--- src/rtl/spi_cfg_params.svh ---
// offsets, field positions, reset values and timing counts of the spi configuration register
// assumes inclusion by bare name
`ifndef SPI_CFG_PARAMS_SVH
`define SPI_CFG_PARAMS_SVH

// special function register address
`define SPI_CFG_ADDR 8'hA1

// field positions
`define CFG_BIT_BUSY 7
`define CFG_BIT_MASTER 6
`define CFG_BIT_PHASE 5
`define CFG_BIT_POLARITY 4
`define CFG_BIT_SELECTED 3
`define CFG_BIT_SEL_RAW 2
`define CFG_BIT_SHIFT_EMPTY 1
`define CFG_BIT_RX_EMPTY 0

// reset value of the whole register
`define SPI_CFG_RESET 8'h07

// pin synchroniser reset levels: select idles high
`define PINS_IDLE 4'h1

// select deglitch: level must be stable this many core cycles
`define SEL_FILT_CYCLES 3'h3

// master serial clock: core cycles per half period
`define MST_HALF_CYCLES 4'h4

// index of the last bit of a byte and of the last serial clock edge of a byte
`define BIT_LAST 3'h7
`define EDGE_LAST 4'hF

`endif

--- src/rtl/spi_cfg_pkg.sv ---
// types shared by the spi configuration and status block
// assumes the _params header carries all numeric constants
package spi_cfg_pkg;

  // writable configuration fields
  typedef struct packed {
    logic master_select;
    logic sample_phase_select;
    logic idle_level_select;
  } spi_cfg_t;

  // serial pins seen by the device
  typedef struct packed {
    logic sck;
    logic mosi;
    logic miso;
    logic select_input_n;
  } spi_pins_in_t;

  // serial pins driven by the device, enables active low
  typedef struct packed {
    logic sck;
    logic sck_oe_n;
    logic mosi;
    logic mosi_oe_n;
    logic miso;
    logic miso_oe_n;
  } spi_pins_out_t;

endpackage

--- src/rtl/link_sync.sv ---
// two-flop synchroniser for the serial pins
// assumes pins are asynchronous to i_core_clk
`timescale 1ns/100ps
`include "spi_cfg_params.svh"

module link_sync
  import spi_cfg_pkg::*;
(
  // clock and reset
  input wire logic i_core_clk,
  input wire logic i_arst_n,
  // pins
  input wire spi_pins_in_t i_async,
  output spi_pins_in_t o_sync
);

  localparam logic [3:0] IDLE = `PINS_IDLE;
  logic [3:0] in_bits;
  logic [3:0] meta_r;
  logic [3:0] sync_r;

  assign in_bits = i_async;
  assign o_sync = sync_r;

  genvar g;
  generate
    for (g = 0; g < 4; g = g + 1)
    begin : g_bit
      always_ff @(posedge i_core_clk or negedge i_arst_n)
      begin
        if (!i_arst_n)
        begin
          meta_r[g] <= IDLE[g];
          sync_r[g] <= IDLE[g];
        end
        else
        begin
          meta_r[g] <= in_bits[g];
          sync_r[g] <= meta_r[g];
        end
      end
    end
  endgenerate

endmodule

--- src/rtl/select_deglitch.sv ---
// glitch filter for the synchronised select level
// assumes its input is already on i_core_clk
`timescale 1ns/100ps
`include "spi_cfg_params.svh"

module select_deglitch
(
  // clock and reset
  input wire logic i_core_clk,
  input wire logic i_arst_n,
  // level in and filtered level out, idle high
  input wire logic i_level,
  output logic o_level
);

  logic [2:0] cnt_r;

  // a new level is accepted only after it held for the whole count
  always_ff @(posedge i_core_clk or negedge i_arst_n)
  begin
    if (!i_arst_n)
    begin
      cnt_r <= 3'h0;
      o_level <= 1'b1;
    end
    else if (i_level == o_level)
    begin
      cnt_r <= 3'h0;
    end
    else if (cnt_r == `SEL_FILT_CYCLES - 3'h1)
    begin
      cnt_r <= 3'h0;
      o_level <= i_level;
    end
    else
    begin
      cnt_r <= cnt_r + 3'h1;
    end
  end

endmodule

--- src/rtl/spi_config_status_register.sv ---
// spi configuration and status register with the shift engine it reports on
// assumes neighbouring control/data registers supply enable, tx writes and rx reads
`timescale 1ns/100ps
`include "spi_cfg_params.svh"

// Functional notes
// bit 7 busy while a transfer runs
// bit 6 picks master or slave
// bit 5 picks first or second edge
// bit 4 sets serial clock idle level
// bit 3 selected, from filtered select pin
// bit 2 raw select level at read
// slave: shifter empty once nothing pending
// shifter empty drops on load/edge, master reads 1
// slave: rx empty after buffer read
// rx empty 0 with unread byte, master 1
// software disables unit before phase/polarity change
// busy clears after final bit completes
module spi_config_status_register
  import spi_cfg_pkg::*;
(
  // clock and reset
  input wire logic i_core_clk,
  input wire logic i_arst_n,
  // special function register access
  input wire logic [7:0] i_sfr_addr,
  input wire logic i_sfr_wr,
  input wire logic i_sfr_rd,
  input wire logic [7:0] i_sfr_wdata,
  output logic [7:0] o_sfr_rdata,
  // neighbouring control and data registers
  input wire logic i_unit_enable,
  input wire logic i_tx_write,
  input wire logic [7:0] i_tx_data,
  input wire logic i_rx_read,
  output logic o_tx_buf_empty,
  output logic [7:0] o_rx_data,
  output logic o_xfer_done,
  // serial pins
  input wire spi_pins_in_t i_pins,
  output spi_pins_out_t o_pins
);

  localparam logic [7:0] RESET_VAL = `SPI_CFG_RESET;

  spi_pins_in_t pins_s;
  logic sel_filt_n;
  spi_cfg_t cfg_r;
  logic sfr_hit;
  logic slave_mode;
  logic slave_active;
  logic din;
  logic sck_d_r;
  logic sel_d_r;
  logic sel_fall;
  logic mst_run_r;
  logic [3:0] div_cnt_r;
  logic [3:0] edge_cnt_r;
  logic mst_edge;
  logic slv_edge;
  logic any_edge;
  logic lead;
  logic sample_p;
  logic shift_p;
  logic byte_done;
  logic load_go;
  logic [7:0] sh_r;
  logic [7:0] sh_in;
  logic [2:0] bit_cnt_r;
  logic out_r;
  logic sck_r;
  logic busy_r;
  logic sh_empty_r;
  logic tx_full_r;
  logic tx_full_nxt;
  logic [7:0] tx_buf_r;
  logic rx_full_r;
  logic shift_empty_flag;
  logic rx_empty_flag;

  link_sync u_link_sync
  (
    .i_core_clk(i_core_clk),
    .i_arst_n(i_arst_n),
    .i_async(i_pins),
    .o_sync(pins_s)
  );

  select_deglitch u_select_deglitch
  (
    .i_core_clk(i_core_clk),
    .i_arst_n(i_arst_n),
    .i_level(pins_s.select_input_n),
    .o_level(sel_filt_n)
  );

  assign sfr_hit = (i_sfr_addr == `SPI_CFG_ADDR);
  // mode select
  assign slave_mode = !cfg_r.master_select;
  assign slave_active = i_unit_enable && slave_mode && !pins_s.select_input_n;
  assign din = cfg_r.master_select ? pins_s.miso : pins_s.mosi;
  assign sel_fall = sel_d_r && !pins_s.select_input_n;

  // edge sources: own divider as master, sampled pin as slave
  assign mst_edge = mst_run_r && (div_cnt_r == `MST_HALF_CYCLES - 4'h1);
  assign slv_edge = slave_active && (pins_s.sck != sck_d_r);
  assign any_edge = cfg_r.master_select ? mst_edge : slv_edge;
  // leading edge moves away from the idle level
  assign lead = cfg_r.master_select ? !edge_cnt_r[0] : (pins_s.sck != cfg_r.idle_level_select);
  // sample on first edge when phase is 0, else second
  assign sample_p = any_edge && (lead != cfg_r.sample_phase_select);
  assign shift_p = any_edge && (lead == cfg_r.sample_phase_select);
  assign byte_done = sample_p && (bit_cnt_r == `BIT_LAST);
  assign sh_in = {sh_r[6:0], din};

  // master loads only when idle; slave when shifter empty or at byte end
  assign load_go = i_unit_enable && tx_full_r &&
                   (cfg_r.master_select ? (!mst_run_r && !busy_r) : (sh_empty_r || byte_done));
  assign tx_full_nxt = (i_tx_write && !tx_full_r) || (tx_full_r && !load_go);

  // constant 1 in master mode
  assign shift_empty_flag = cfg_r.master_select ? 1'b1 : sh_empty_r;
  // constant 1 in master mode
  assign rx_empty_flag = cfg_r.master_select ? 1'b1 : !rx_full_r;

  // writable configuration bits
  always_ff @(posedge i_core_clk or negedge i_arst_n)
  begin
    if (!i_arst_n)
    begin
      cfg_r <= {RESET_VAL[`CFG_BIT_MASTER], RESET_VAL[`CFG_BIT_PHASE],
                RESET_VAL[`CFG_BIT_POLARITY]};
    end
    else if (i_sfr_wr && sfr_hit)
    begin
      // no guard here: changing phase/polarity while enabled is the caller's hazard
      cfg_r <= {i_sfr_wdata[`CFG_BIT_MASTER], i_sfr_wdata[`CFG_BIT_PHASE],
                i_sfr_wdata[`CFG_BIT_POLARITY]};
    end
  end

  // register read
  always_ff @(posedge i_core_clk or negedge i_arst_n)
  begin
    if (!i_arst_n)
    begin
      o_sfr_rdata <= 8'h00;
    end
    else if (i_sfr_rd && sfr_hit)
    begin
      // busy bit
      o_sfr_rdata[`CFG_BIT_BUSY] <= busy_r;
      o_sfr_rdata[`CFG_BIT_MASTER] <= cfg_r.master_select;
      o_sfr_rdata[`CFG_BIT_PHASE] <= cfg_r.sample_phase_select;
      o_sfr_rdata[`CFG_BIT_POLARITY] <= cfg_r.idle_level_select;
      // filtered select, inverted
      o_sfr_rdata[`CFG_BIT_SELECTED] <= !sel_filt_n;
      // raw select level
      o_sfr_rdata[`CFG_BIT_SEL_RAW] <= pins_s.select_input_n;
      o_sfr_rdata[`CFG_BIT_SHIFT_EMPTY] <= shift_empty_flag;
      o_sfr_rdata[`CFG_BIT_RX_EMPTY] <= rx_empty_flag;
    end
    else
    begin
      o_sfr_rdata <= 8'h00;
    end
  end

  // previous pin levels for edge finding
  always_ff @(posedge i_core_clk or negedge i_arst_n)
  begin
    if (!i_arst_n)
    begin
      sck_d_r <= 1'b0;
      sel_d_r <= 1'b1;
    end
    else
    begin
      sck_d_r <= pins_s.sck;
      sel_d_r <= pins_s.select_input_n;
    end
  end

  // master serial clock generator, 16 edges per byte
  always_ff @(posedge i_core_clk or negedge i_arst_n)
  begin
    if (!i_arst_n)
    begin
      mst_run_r <= 1'b0;
      div_cnt_r <= 4'h0;
      edge_cnt_r <= 4'h0;
    end
    else if (!i_unit_enable || !cfg_r.master_select)
    begin
      mst_run_r <= 1'b0;
      div_cnt_r <= 4'h0;
      edge_cnt_r <= 4'h0;
    end
    else if (load_go)
    begin
      mst_run_r <= 1'b1;
      div_cnt_r <= 4'h0;
      edge_cnt_r <= 4'h0;
    end
    else if (mst_edge)
    begin
      div_cnt_r <= 4'h0;
      edge_cnt_r <= edge_cnt_r + 4'h1;
      if (edge_cnt_r == `EDGE_LAST)
      begin
        mst_run_r <= 1'b0;
      end
    end
    else if (mst_run_r)
    begin
      div_cnt_r <= div_cnt_r + 4'h1;
    end
  end

  // serial clock rests at the idle level
  always_ff @(posedge i_core_clk or negedge i_arst_n)
  begin
    if (!i_arst_n)
    begin
      sck_r <= RESET_VAL[`CFG_BIT_POLARITY];
    end
    else if (!mst_run_r)
    begin
      sck_r <= cfg_r.idle_level_select;
    end
    else if (mst_edge)
    begin
      sck_r <= !sck_r;
    end
  end

  // shift register, bit counter and serial output bit
  always_ff @(posedge i_core_clk or negedge i_arst_n)
  begin
    if (!i_arst_n)
    begin
      sh_r <= 8'h00;
      bit_cnt_r <= 3'h0;
      out_r <= 1'b0;
    end
    else
    begin
      if (load_go)
      begin
        sh_r <= tx_buf_r;
        out_r <= tx_buf_r[7];
      end
      else if (sample_p)
      begin
        sh_r <= sh_in;
      end
      else if (shift_p)
      begin
        out_r <= sh_r[7];
      end
      // three-wire users can only realign the count by disabling
      if (!i_unit_enable || sel_fall || byte_done)
      begin
        bit_cnt_r <= 3'h0;
      end
      else if (sample_p)
      begin
        bit_cnt_r <= bit_cnt_r + 3'h1;
      end
    end
  end

  // transfer busy
  always_ff @(posedge i_core_clk or negedge i_arst_n)
  begin
    if (!i_arst_n)
    begin
      busy_r <= 1'b0;
    end
    else if (!i_unit_enable)
    begin
      busy_r <= 1'b0;
    end
    else if (cfg_r.master_select)
    begin
      // master busy ends with the last clock edge
      busy_r <= load_go || (mst_run_r && !(mst_edge && edge_cnt_r == `EDGE_LAST));
    end
    else if (byte_done || pins_s.select_input_n)
    begin
      // slave busy ends with the eighth sampled bit, or while select is high
      busy_r <= 1'b0;
    end
    else if (slv_edge && lead)
    begin
      // slave transfer starts on a leading edge
      busy_r <= 1'b1;
    end
  end

  // slave shift register empty flag
  always_ff @(posedge i_core_clk or negedge i_arst_n)
  begin
    if (!i_arst_n)
    begin
      sh_empty_r <= RESET_VAL[`CFG_BIT_SHIFT_EMPTY];
    end
    else if (!i_unit_enable || cfg_r.master_select)
    begin
      sh_empty_r <= 1'b1;
    end
    else if (load_go)
    begin
      // cleared on load from transmit buffer
      sh_empty_r <= 1'b0;
    end
    else if (byte_done)
    begin
      // set once the byte is through, nothing pending
      sh_empty_r <= 1'b1;
    end
    else if (slv_edge && (lead || busy_r))
    begin
      // cleared by a clock transition
      sh_empty_r <= 1'b0;
    end
  end

  // transmit holding buffer; writes while full are dropped
  always_ff @(posedge i_core_clk or negedge i_arst_n)
  begin
    if (!i_arst_n)
    begin
      tx_full_r <= 1'b0;
      tx_buf_r <= 8'h00;
      o_tx_buf_empty <= 1'b1;
    end
    else
    begin
      tx_full_r <= tx_full_nxt;
      o_tx_buf_empty <= !tx_full_nxt;
      if (i_tx_write && !tx_full_r)
      begin
        tx_buf_r <= i_tx_data;
      end
    end
  end

  // receive holding buffer; an overrun keeps the older byte
  always_ff @(posedge i_core_clk or negedge i_arst_n)
  begin
    if (!i_arst_n)
    begin
      rx_full_r <= 1'b0;
      o_rx_data <= 8'h00;
      o_xfer_done <= 1'b0;
    end
    else
    begin
      o_xfer_done <= byte_done;
      if (byte_done && !rx_full_r)
      begin
        // unread byte present; set wins over a same-cycle read
        rx_full_r <= 1'b1;
        o_rx_data <= sh_in;
      end
      else if (byte_done)
      begin
        rx_full_r <= 1'b1;
      end
      else if (i_rx_read)
      begin
        // empty after the buffer is read
        rx_full_r <= 1'b0;
      end
    end
  end

  // pin drivers, one cycle behind the engine
  always_ff @(posedge i_core_clk or negedge i_arst_n)
  begin
    if (!i_arst_n)
    begin
      o_pins <= '{sck: 1'b0, sck_oe_n: 1'b1, mosi: 1'b0, mosi_oe_n: 1'b1,
                  miso: 1'b0, miso_oe_n: 1'b1};
    end
    else
    begin
      // master drives clock and mosi, slave drives miso when selected
      o_pins.sck <= sck_r;
      o_pins.sck_oe_n <= !(i_unit_enable && cfg_r.master_select);
      o_pins.mosi <= out_r;
      o_pins.mosi_oe_n <= !(i_unit_enable && cfg_r.master_select);
      o_pins.miso <= out_r;
      o_pins.miso_oe_n <= !slave_active;
    end
  end

endmodule

--- config.mk ---
export PLATFORM = sky130hd
export DESIGN_NAME = spi_config_status_register
export DESIGN_NICKNAME = d
export VERILOG_FILES = /design/src/rtl/spi_cfg_pkg.sv /design/src/rtl/link_sync.sv /design/src/rtl/select_deglitch.sv /design/src/rtl/spi_config_status_register.sv
export VERILOG_INCLUDE_DIRS = /design/src /design/src/rtl
export SDC_FILE = /design/constraint.sdc
export NUM_CORES = 1
export LEC_CHECK = 0
export BUFFER_PORTS_ARGS = -buffer_cell sky130_fd_sc_hd__buf_2
export CORE_UTILIZATION = 55
export DETAILED_ROUTE_END_ITERATION = 8
export GPL_TIMING_DRIVEN = 0
export HOLD_SLACK_MARGIN = 0.1
export PLACE_DENSITY = 0.79
export SKIP_LAST_GASP = 1
export SLEW_MARGIN = 20
export SYNTH_ARGS = -nofsm -noshare
export SYNTH_HDL_FRONTEND = slang
export SYNTH_SLANG_ARGS = --single-unit
export TNS_END_PERCENT = 10
--- constraint.sdc ---
create_clock -name i_core_clk -period 3.17 [get_ports i_core_clk]
set_clock_uncertainty 0.15 [all_clocks]
set_input_delay 0.4755 -clock i_core_clk [delete_from_list [all_inputs] [get_ports i_core_clk]]
set_output_delay 0.4755 -clock i_core_clk [all_outputs]
set_load 0.01 [all_outputs]
---- Yosys cells after proc, flatten, opt, wreduce, memory -nomap -nowiden ----
Cells that the tools add are included.
word-level totals
  bits in registers ....................... 73
  logic and storage cells ................. 149
cells by class
  add/subtract/negate cells ............... 4
  equal/unequal tests ..................... 13
  mux-type cells .......................... 40
  bitwise logic cells ..................... 1
  reductions and logical operators ........ 56
operators with widths
  operator             count
  $mux 4               7
  $mux 1               26
  $mux 8               3
  $logic_and 1x1->1    21
  $logic_not 1->1      15
  $mux 3               4
  $logic_or 1x1->1     9
  $reduce_bool 3->1    3
  $add 4x1->4 const B  2
  $eq 8x8->1 const B   1
  $reduce_bool 4->1    2
  $add 3x1->3 const B  2
  $reduce_and 2->1     3
  $reduce_bool 2->1    3
  $eq 4x2->1 const B   1
  $eq 4x4->1 const B   1
  $ne 2x1->1 const B   2
  $ne 4x1->1 const B   1
  $eq 3x2->1 const B   1
  $eq 3x3->1 const B   1
  $ne 1x1->1           3
  $eq 1x1->1           2
  $not 1->1            1

---- Longest topological paths before layout ----
  depth after elaboration ................. 14
  mapped depth ............................ 8
  depth with buffers taken out ............ 6

---- By module ----
Synthesis repeated with hierarchy kept, for this count alone.
unflattened totals
  cells, all modules ...................... 250
  area, all modules ....................... 3,143.0 um2
modules (own cells, without submodules)
  module                      times used  cells each  area each (um2)
  spi_config_status_register  1           227         2,750.1
  link_sync                   1           8           202.7
  select_deglitch             1           15          190.2

---- Worst setup path before layout ----
Ideal clock, no wire load.
  path kind ............................... flip-flop to flip-flop
  start point ............................. reg div_cnt_r[0]
  end point ............................... reg sh_r[5]
  arrival time ............................ 1,943 ps
  data required time ...................... 2,895 ps
  path slack .............................. 951 ps
  cell stages (with the launch flop) ...... 8
  clock period less this slack ............ 2,219 ps
  path through ............................ dfrtp_1 ha_1 nor4bb_1 a22oi_1 a21oi_4 buf_6 mux2_1 mux2_4
between the ends
  longest elaborated chain between the ends .. 9
  elaborated cells between the ends (all ways) .. 10
RTL lines
  element                                             RTL line                           source
  from (decl)                                         spi_config_status_register.sv:57   logic [3:0] div_cnt_r;
  from (signal assigned)                              spi_config_status_register.sv:216  div_cnt_r <= div_cnt_r + 4'h1;
  $eq 4x2->1 *                                        spi_config_status_register.sv:105  assign mst_edge = mst_run_r && (div_cnt_r == `MST_HALF_CYCLES - 4'h1);
  $logic_and 1x1->1 *                                 spi_config_status_register.sv:105
  $mux 1 *                                            spi_config_status_register.sv:107  assign any_edge = cfg_r.master_select ? mst_edge : slv_edge;
  $logic_and 1x1->1 *                                 spi_config_status_register.sv:111  assign sample_p = any_edge && (lead != cfg_r.sample_phase_select);
  $logic_and 1x1->1                                   spi_config_status_register.sv:113  assign byte_done = sample_p && (bit_cnt_r == `BIT_LAST);
  $logic_or 1x1->1                                    spi_config_status_register.sv:118  (cfg_r.master_select ? (!mst_run_r && !busy_r) : (sh_empty_r || byte_done));
  $mux 1                                              spi_config_status_register.sv:118
  $logic_and 1x1->1                                   spi_config_status_register.sv:117  assign load_go = i_unit_enable && tx_full_r &&
  $mux 8 / $reduce_bool 2->1 (equally long branches)  -
  to (signal assigned)                                spi_config_status_register.sv:250  sh_r <= tx_buf_r;
  to (signal assigned)                                spi_config_status_register.sv:255  sh_r <= sh_in;
  to (decl)                                           spi_config_status_register.sv:67   logic [7:0] sh_r;
Every way passes the cells marked *; elsewhere a longest branch is shown, timed or not.
A chain may end at the register's enable or synchronous reset.

---- Worst setup path after layout ----
  start point ............................. reg div_cnt_r[0]
  end point ............................... reg sh_r[6]
The elaborated chain is that of the path after synthesis.

==> impl_metrics.yaml <==
setup_path:
  critPathLaunch: "div_cnt_r[0]$_DFFE_PN0P_"
  worst_r2r_path_depth: 7
  crit_arrival_ns: 2.70
  crit_required_ns: 3.25
  r2r_slack_ns: 0.54
  critPathMaxFanout: 10
  endpoint_kind: "flop"
  worst-setup-path-type: "reg2reg"
  r2r_end: "sh_r[6]$_DFFE_PN0P_"
  crit_end: "sh_r[6]$_DFFE_PN0P_"
  crit-reg2reg-launch: "div_cnt_r[0]$_DFFE_PN0P_"
  start_kind: "flop"
place:
  dp_hpwl_mm: 3.79
  placed_cells: 357
  gp_congestion: 0.808
  place_area_mm2: 0.00354
  port_buffers: 53
cells_and_area:
  multi_input_area_mm2: 0.00122
  fin_cells: 378
  antenna_cells: 0
  register_area_mm2: 0.00184
  finalNetCount: 340
  fillers: 414
  design_area_mm2: 0.00379
  drive_above_1_share: 0.422
  synthToLayoutAreaGrowth_pct: 20.1
sta:
  period_minus_slack_ns: 2.63
  fmax_ghz: 0.381
  setup_tns_ns: 0
  tightest_slew_ns: 0.528
  hold_viol: 0
  max-slew-margin-rel: 0.648
  drv_slew: 0
  finalSetupViolations: 0
  rsz0062_at_grt: "false"
  fin_crit_sh: 0.828
detailed_routing:
  wire_per_inst_um: 15.1
  drc_errors: 0
  via_per_inst: 5.29
  via_count: 1999
  initialDrtViolationCount: 78
  wl_mm: 5.72
  ant_nets: 0
  dr.pass1.iters: 4
status:
  status: "completed"
yosys:
  yosysSeqAreaShare: 0.582
  synth.distinct_cells: 48
  synth-edff-count: 0
  yosys_register_bits: 73
  dominantRegCellSynth: "dfrtp_1"
  syn_area_mm2: 0.00316
  synthCells: 231
  synth_fp_nets: 270
  yosysWarnings: 0
  async_reset_ff_frac: 1.00
  syn_avg_cell_area_um2: 13.7
clocking:
  cts_resized: 0
  clkTransAtPathRegs_ns: 0.08
  postCtsSetupBuffers: 0
  cts_tree: "yes"
  clock_sinks: 73
  clockBufferDepth: 2
  h-tree-depth: 3
  cts_inserted_buffers: 9
  clock_latency_ns: 0.33
  ctsRootBufferMaster: "clkbuf_8"
global_routing:
  grt_antenna_before_repair: 0
  grt_max_degree: 55
  track_usage: 0.213
  grt_pass1_wl_mm: 9.59
  grt_pass1_vias: 2014
  grt_remaining_overflow: 0
die:
  core_area_mm2: 0.00551
  die-area_mm2: 0.00604
  die_y_um: 77.7
  die_x_um: 77.7
  floorplan.initialDensity: 0.573
  num_rows: 27
  io_pins: 59
run:
  cap_violations: 0
pwr:
  p_leak_uw: 0.00181
  finalPower_uw: 2300
  cellPowerDensity_mw_per_mm2: 608
  ir_worst_vdd_uv: 358
hold_path:
  hp-class: "in2reg"
-- worst max-delay path: stages (launching register included) --
cell and delay [ns]:
dfrtp_1 0.39, ha_1 0.18, nor4bb_1 0.46, a22oi_1 0.21, a21oi_4 0.34, buf_6 0.20, mux2_1 0.33, mux2_4 0.25
-- state kept, by name, indices dropped and copies added (netlist names) --
signal,count
sh_empty_r,1
edge_cnt_r,4
div_cnt_r,4
sck_d_r,1
o_pins,4
o_xfer_done,1
mst_run_r,1
u_select_deglitch.o_level,1
bit_cnt_r,3
o_sfr_rdata,8
rx_full_r,1
tx_full_r,1
sck_r,1
cfg_r,3
o_tx_buf_empty,1
out_r,1
u_link_sync.meta_r,4
sh_r,8
o_rx_data,8
u_link_sync.o_sync,4
tx_buf_r,8
sel_d_r,1
u_select_deglitch.cnt_r,3
busy_r,1
-- area by class of cell --
cell class,count,area share
plain buffers,10,0.0191
clock buffers,13,0.0419
clock inverters,3,0.0106
inverters,7,0.00693
multi-input cells,141,0.322
flip-flops and latches,73,0.485
well taps,72,0.0238
repair buffers,59,0.0911
-- cells in the mapped netlist (2+ instances only) --
library cell | instances | area share
xor2_1 | 7 | 0.019
buf_4 | 3 | 0.0071
and3_1 | 6 | 0.012
nand4_1 | 4 | 0.0079
dfrtp_1 | 65 | 0.52
nand2b_1 | 3 | 0.0059
a21o_1 | 2 | 0.0048
mux2i_1 | 3 | 0.0095
dfstp_2 | 8 | 0.067
mux2_1 | 2 | 0.0071
ha_1 | 4 | 0.016
nor2b_1 | 6 | 0.012
mux2_4 | 13 | 0.062
mux2_2 | 24 | 0.086
a21oi_1 | 6 | 0.0095
buf_6 | 3 | 0.011
and2_1 | 2 | 0.0040
nor2_1 | 10 | 0.012
nand2_1 | 9 | 0.011
a211o_1 | 4 | 0.011
nor3_1 | 4 | 0.0063
nand3b_1 | 5 | 0.012
inv_1 | 7 | 0.0083
xnor2_1 | 3 | 0.0083
clkbuf_1 | 3 | 0.0036
o21ai_0 | 3 | 0.0048
-- cells by family after synthesis --
group | synth area share
compound gates | 0.0714
fa+ha+maj | 0.0159
buf+inv | 0.0313
mux | 0.164
simple gates | 0.107
flops | 0.582
xor+xnor | 0.0278
-- power by group --
| group | switching (uW) | leakage [uW] | internal [uW] | total [uW] |
|---|---|---|---|---|
| logic | 144 | 0.000776 | 244 | 388 |
| clock network | 323 | 0.000103 | 405 | 728 |
| registers | 104 | 0.000930 | 1090 | 1190 |
-- how the worst min path moves through the flow --
stage | startpoint | endpoint | slack [ns] | depth (start not counted)
2_1_floorplan | i_arst_n | bit_cnt_r[0]$_DFFE_PN0P_ | 0.03 | 0
3_3_place_gp | u_link_sync.meta_r[3]$_DFF_PN0_ | u_link_sync.o_sync[3]$_DFF_PN0_ | 0.18 | 0
3_5_place_dp | u_link_sync.meta_r[3]$_DFF_PN0_ | u_link_sync.o_sync[3]$_DFF_PN0_ | 0.19 | 0
4_1_cts | i_tx_write | o_tx_buf_empty$_DFF_PN1_ | 0.14 | 2
5_1_grt | i_tx_write | o_tx_buf_empty$_DFF_PN1_ | 0.15 | 2
6_report | i_tx_write | o_tx_buf_empty$_DFF_PN1_ | 0.15 | 2
-- cell usage in the layout, fill, tap and decap left out, drive strengths merged, types with 2 or more instances in the layout --
cell type	count
dfrtp	65
buf	61
mux2	39
clkbuf	16
nor2	10
nand2	9
dfstp	8
a21oi	8
inv	7
xor2	7
and3	6
nor2b	6
nand3b	5
dlygate4sd3	5
nor3	5
a211o	5
nand4	4
ha	4
nand2b	3
xnor2	3
o21ai	3
mux2i	3
and2	2
a21o	2
clkinv	2
o211ai	2
-- metal layers --
| layer | share of wire | vias to the layer above | GRT usage |
|---|---|---|---|
| li1 | - | 956 | - |
| met1 | 0.45 | 993 | 0.265 |
| met2 | 0.50 | 42 | 0.332 |
| met3 | 0.038 | 8 | 0.0565 |
| met4 | 0.015 | 0 | 0.126 |
| met5 | 0 | - | 0 |
-- per-stage QoR --
step / hold WS, ns / util / worst slack [ns]
final: 0.153 / 0.688 / 0.545
after global routing: 0.147 / 0.688 / 0.408
after floorplan: 0.0299 / - / 0.951
after detailed placement: 0.187 / 0.643 / 0.573
after global placement: 0.182 / 0.638 / 0.667
after CTS: 0.140 / 0.688 / 0.560
-- what timing repair did --
| action | CTS | global route |
|---|---|---|
| setup endpoints to repair | 0 | 0 |
| hold buffers | 5 | 0 |
| hold endpoints to repair | 19 | 0 |
(Power assumes the default switching activity.)
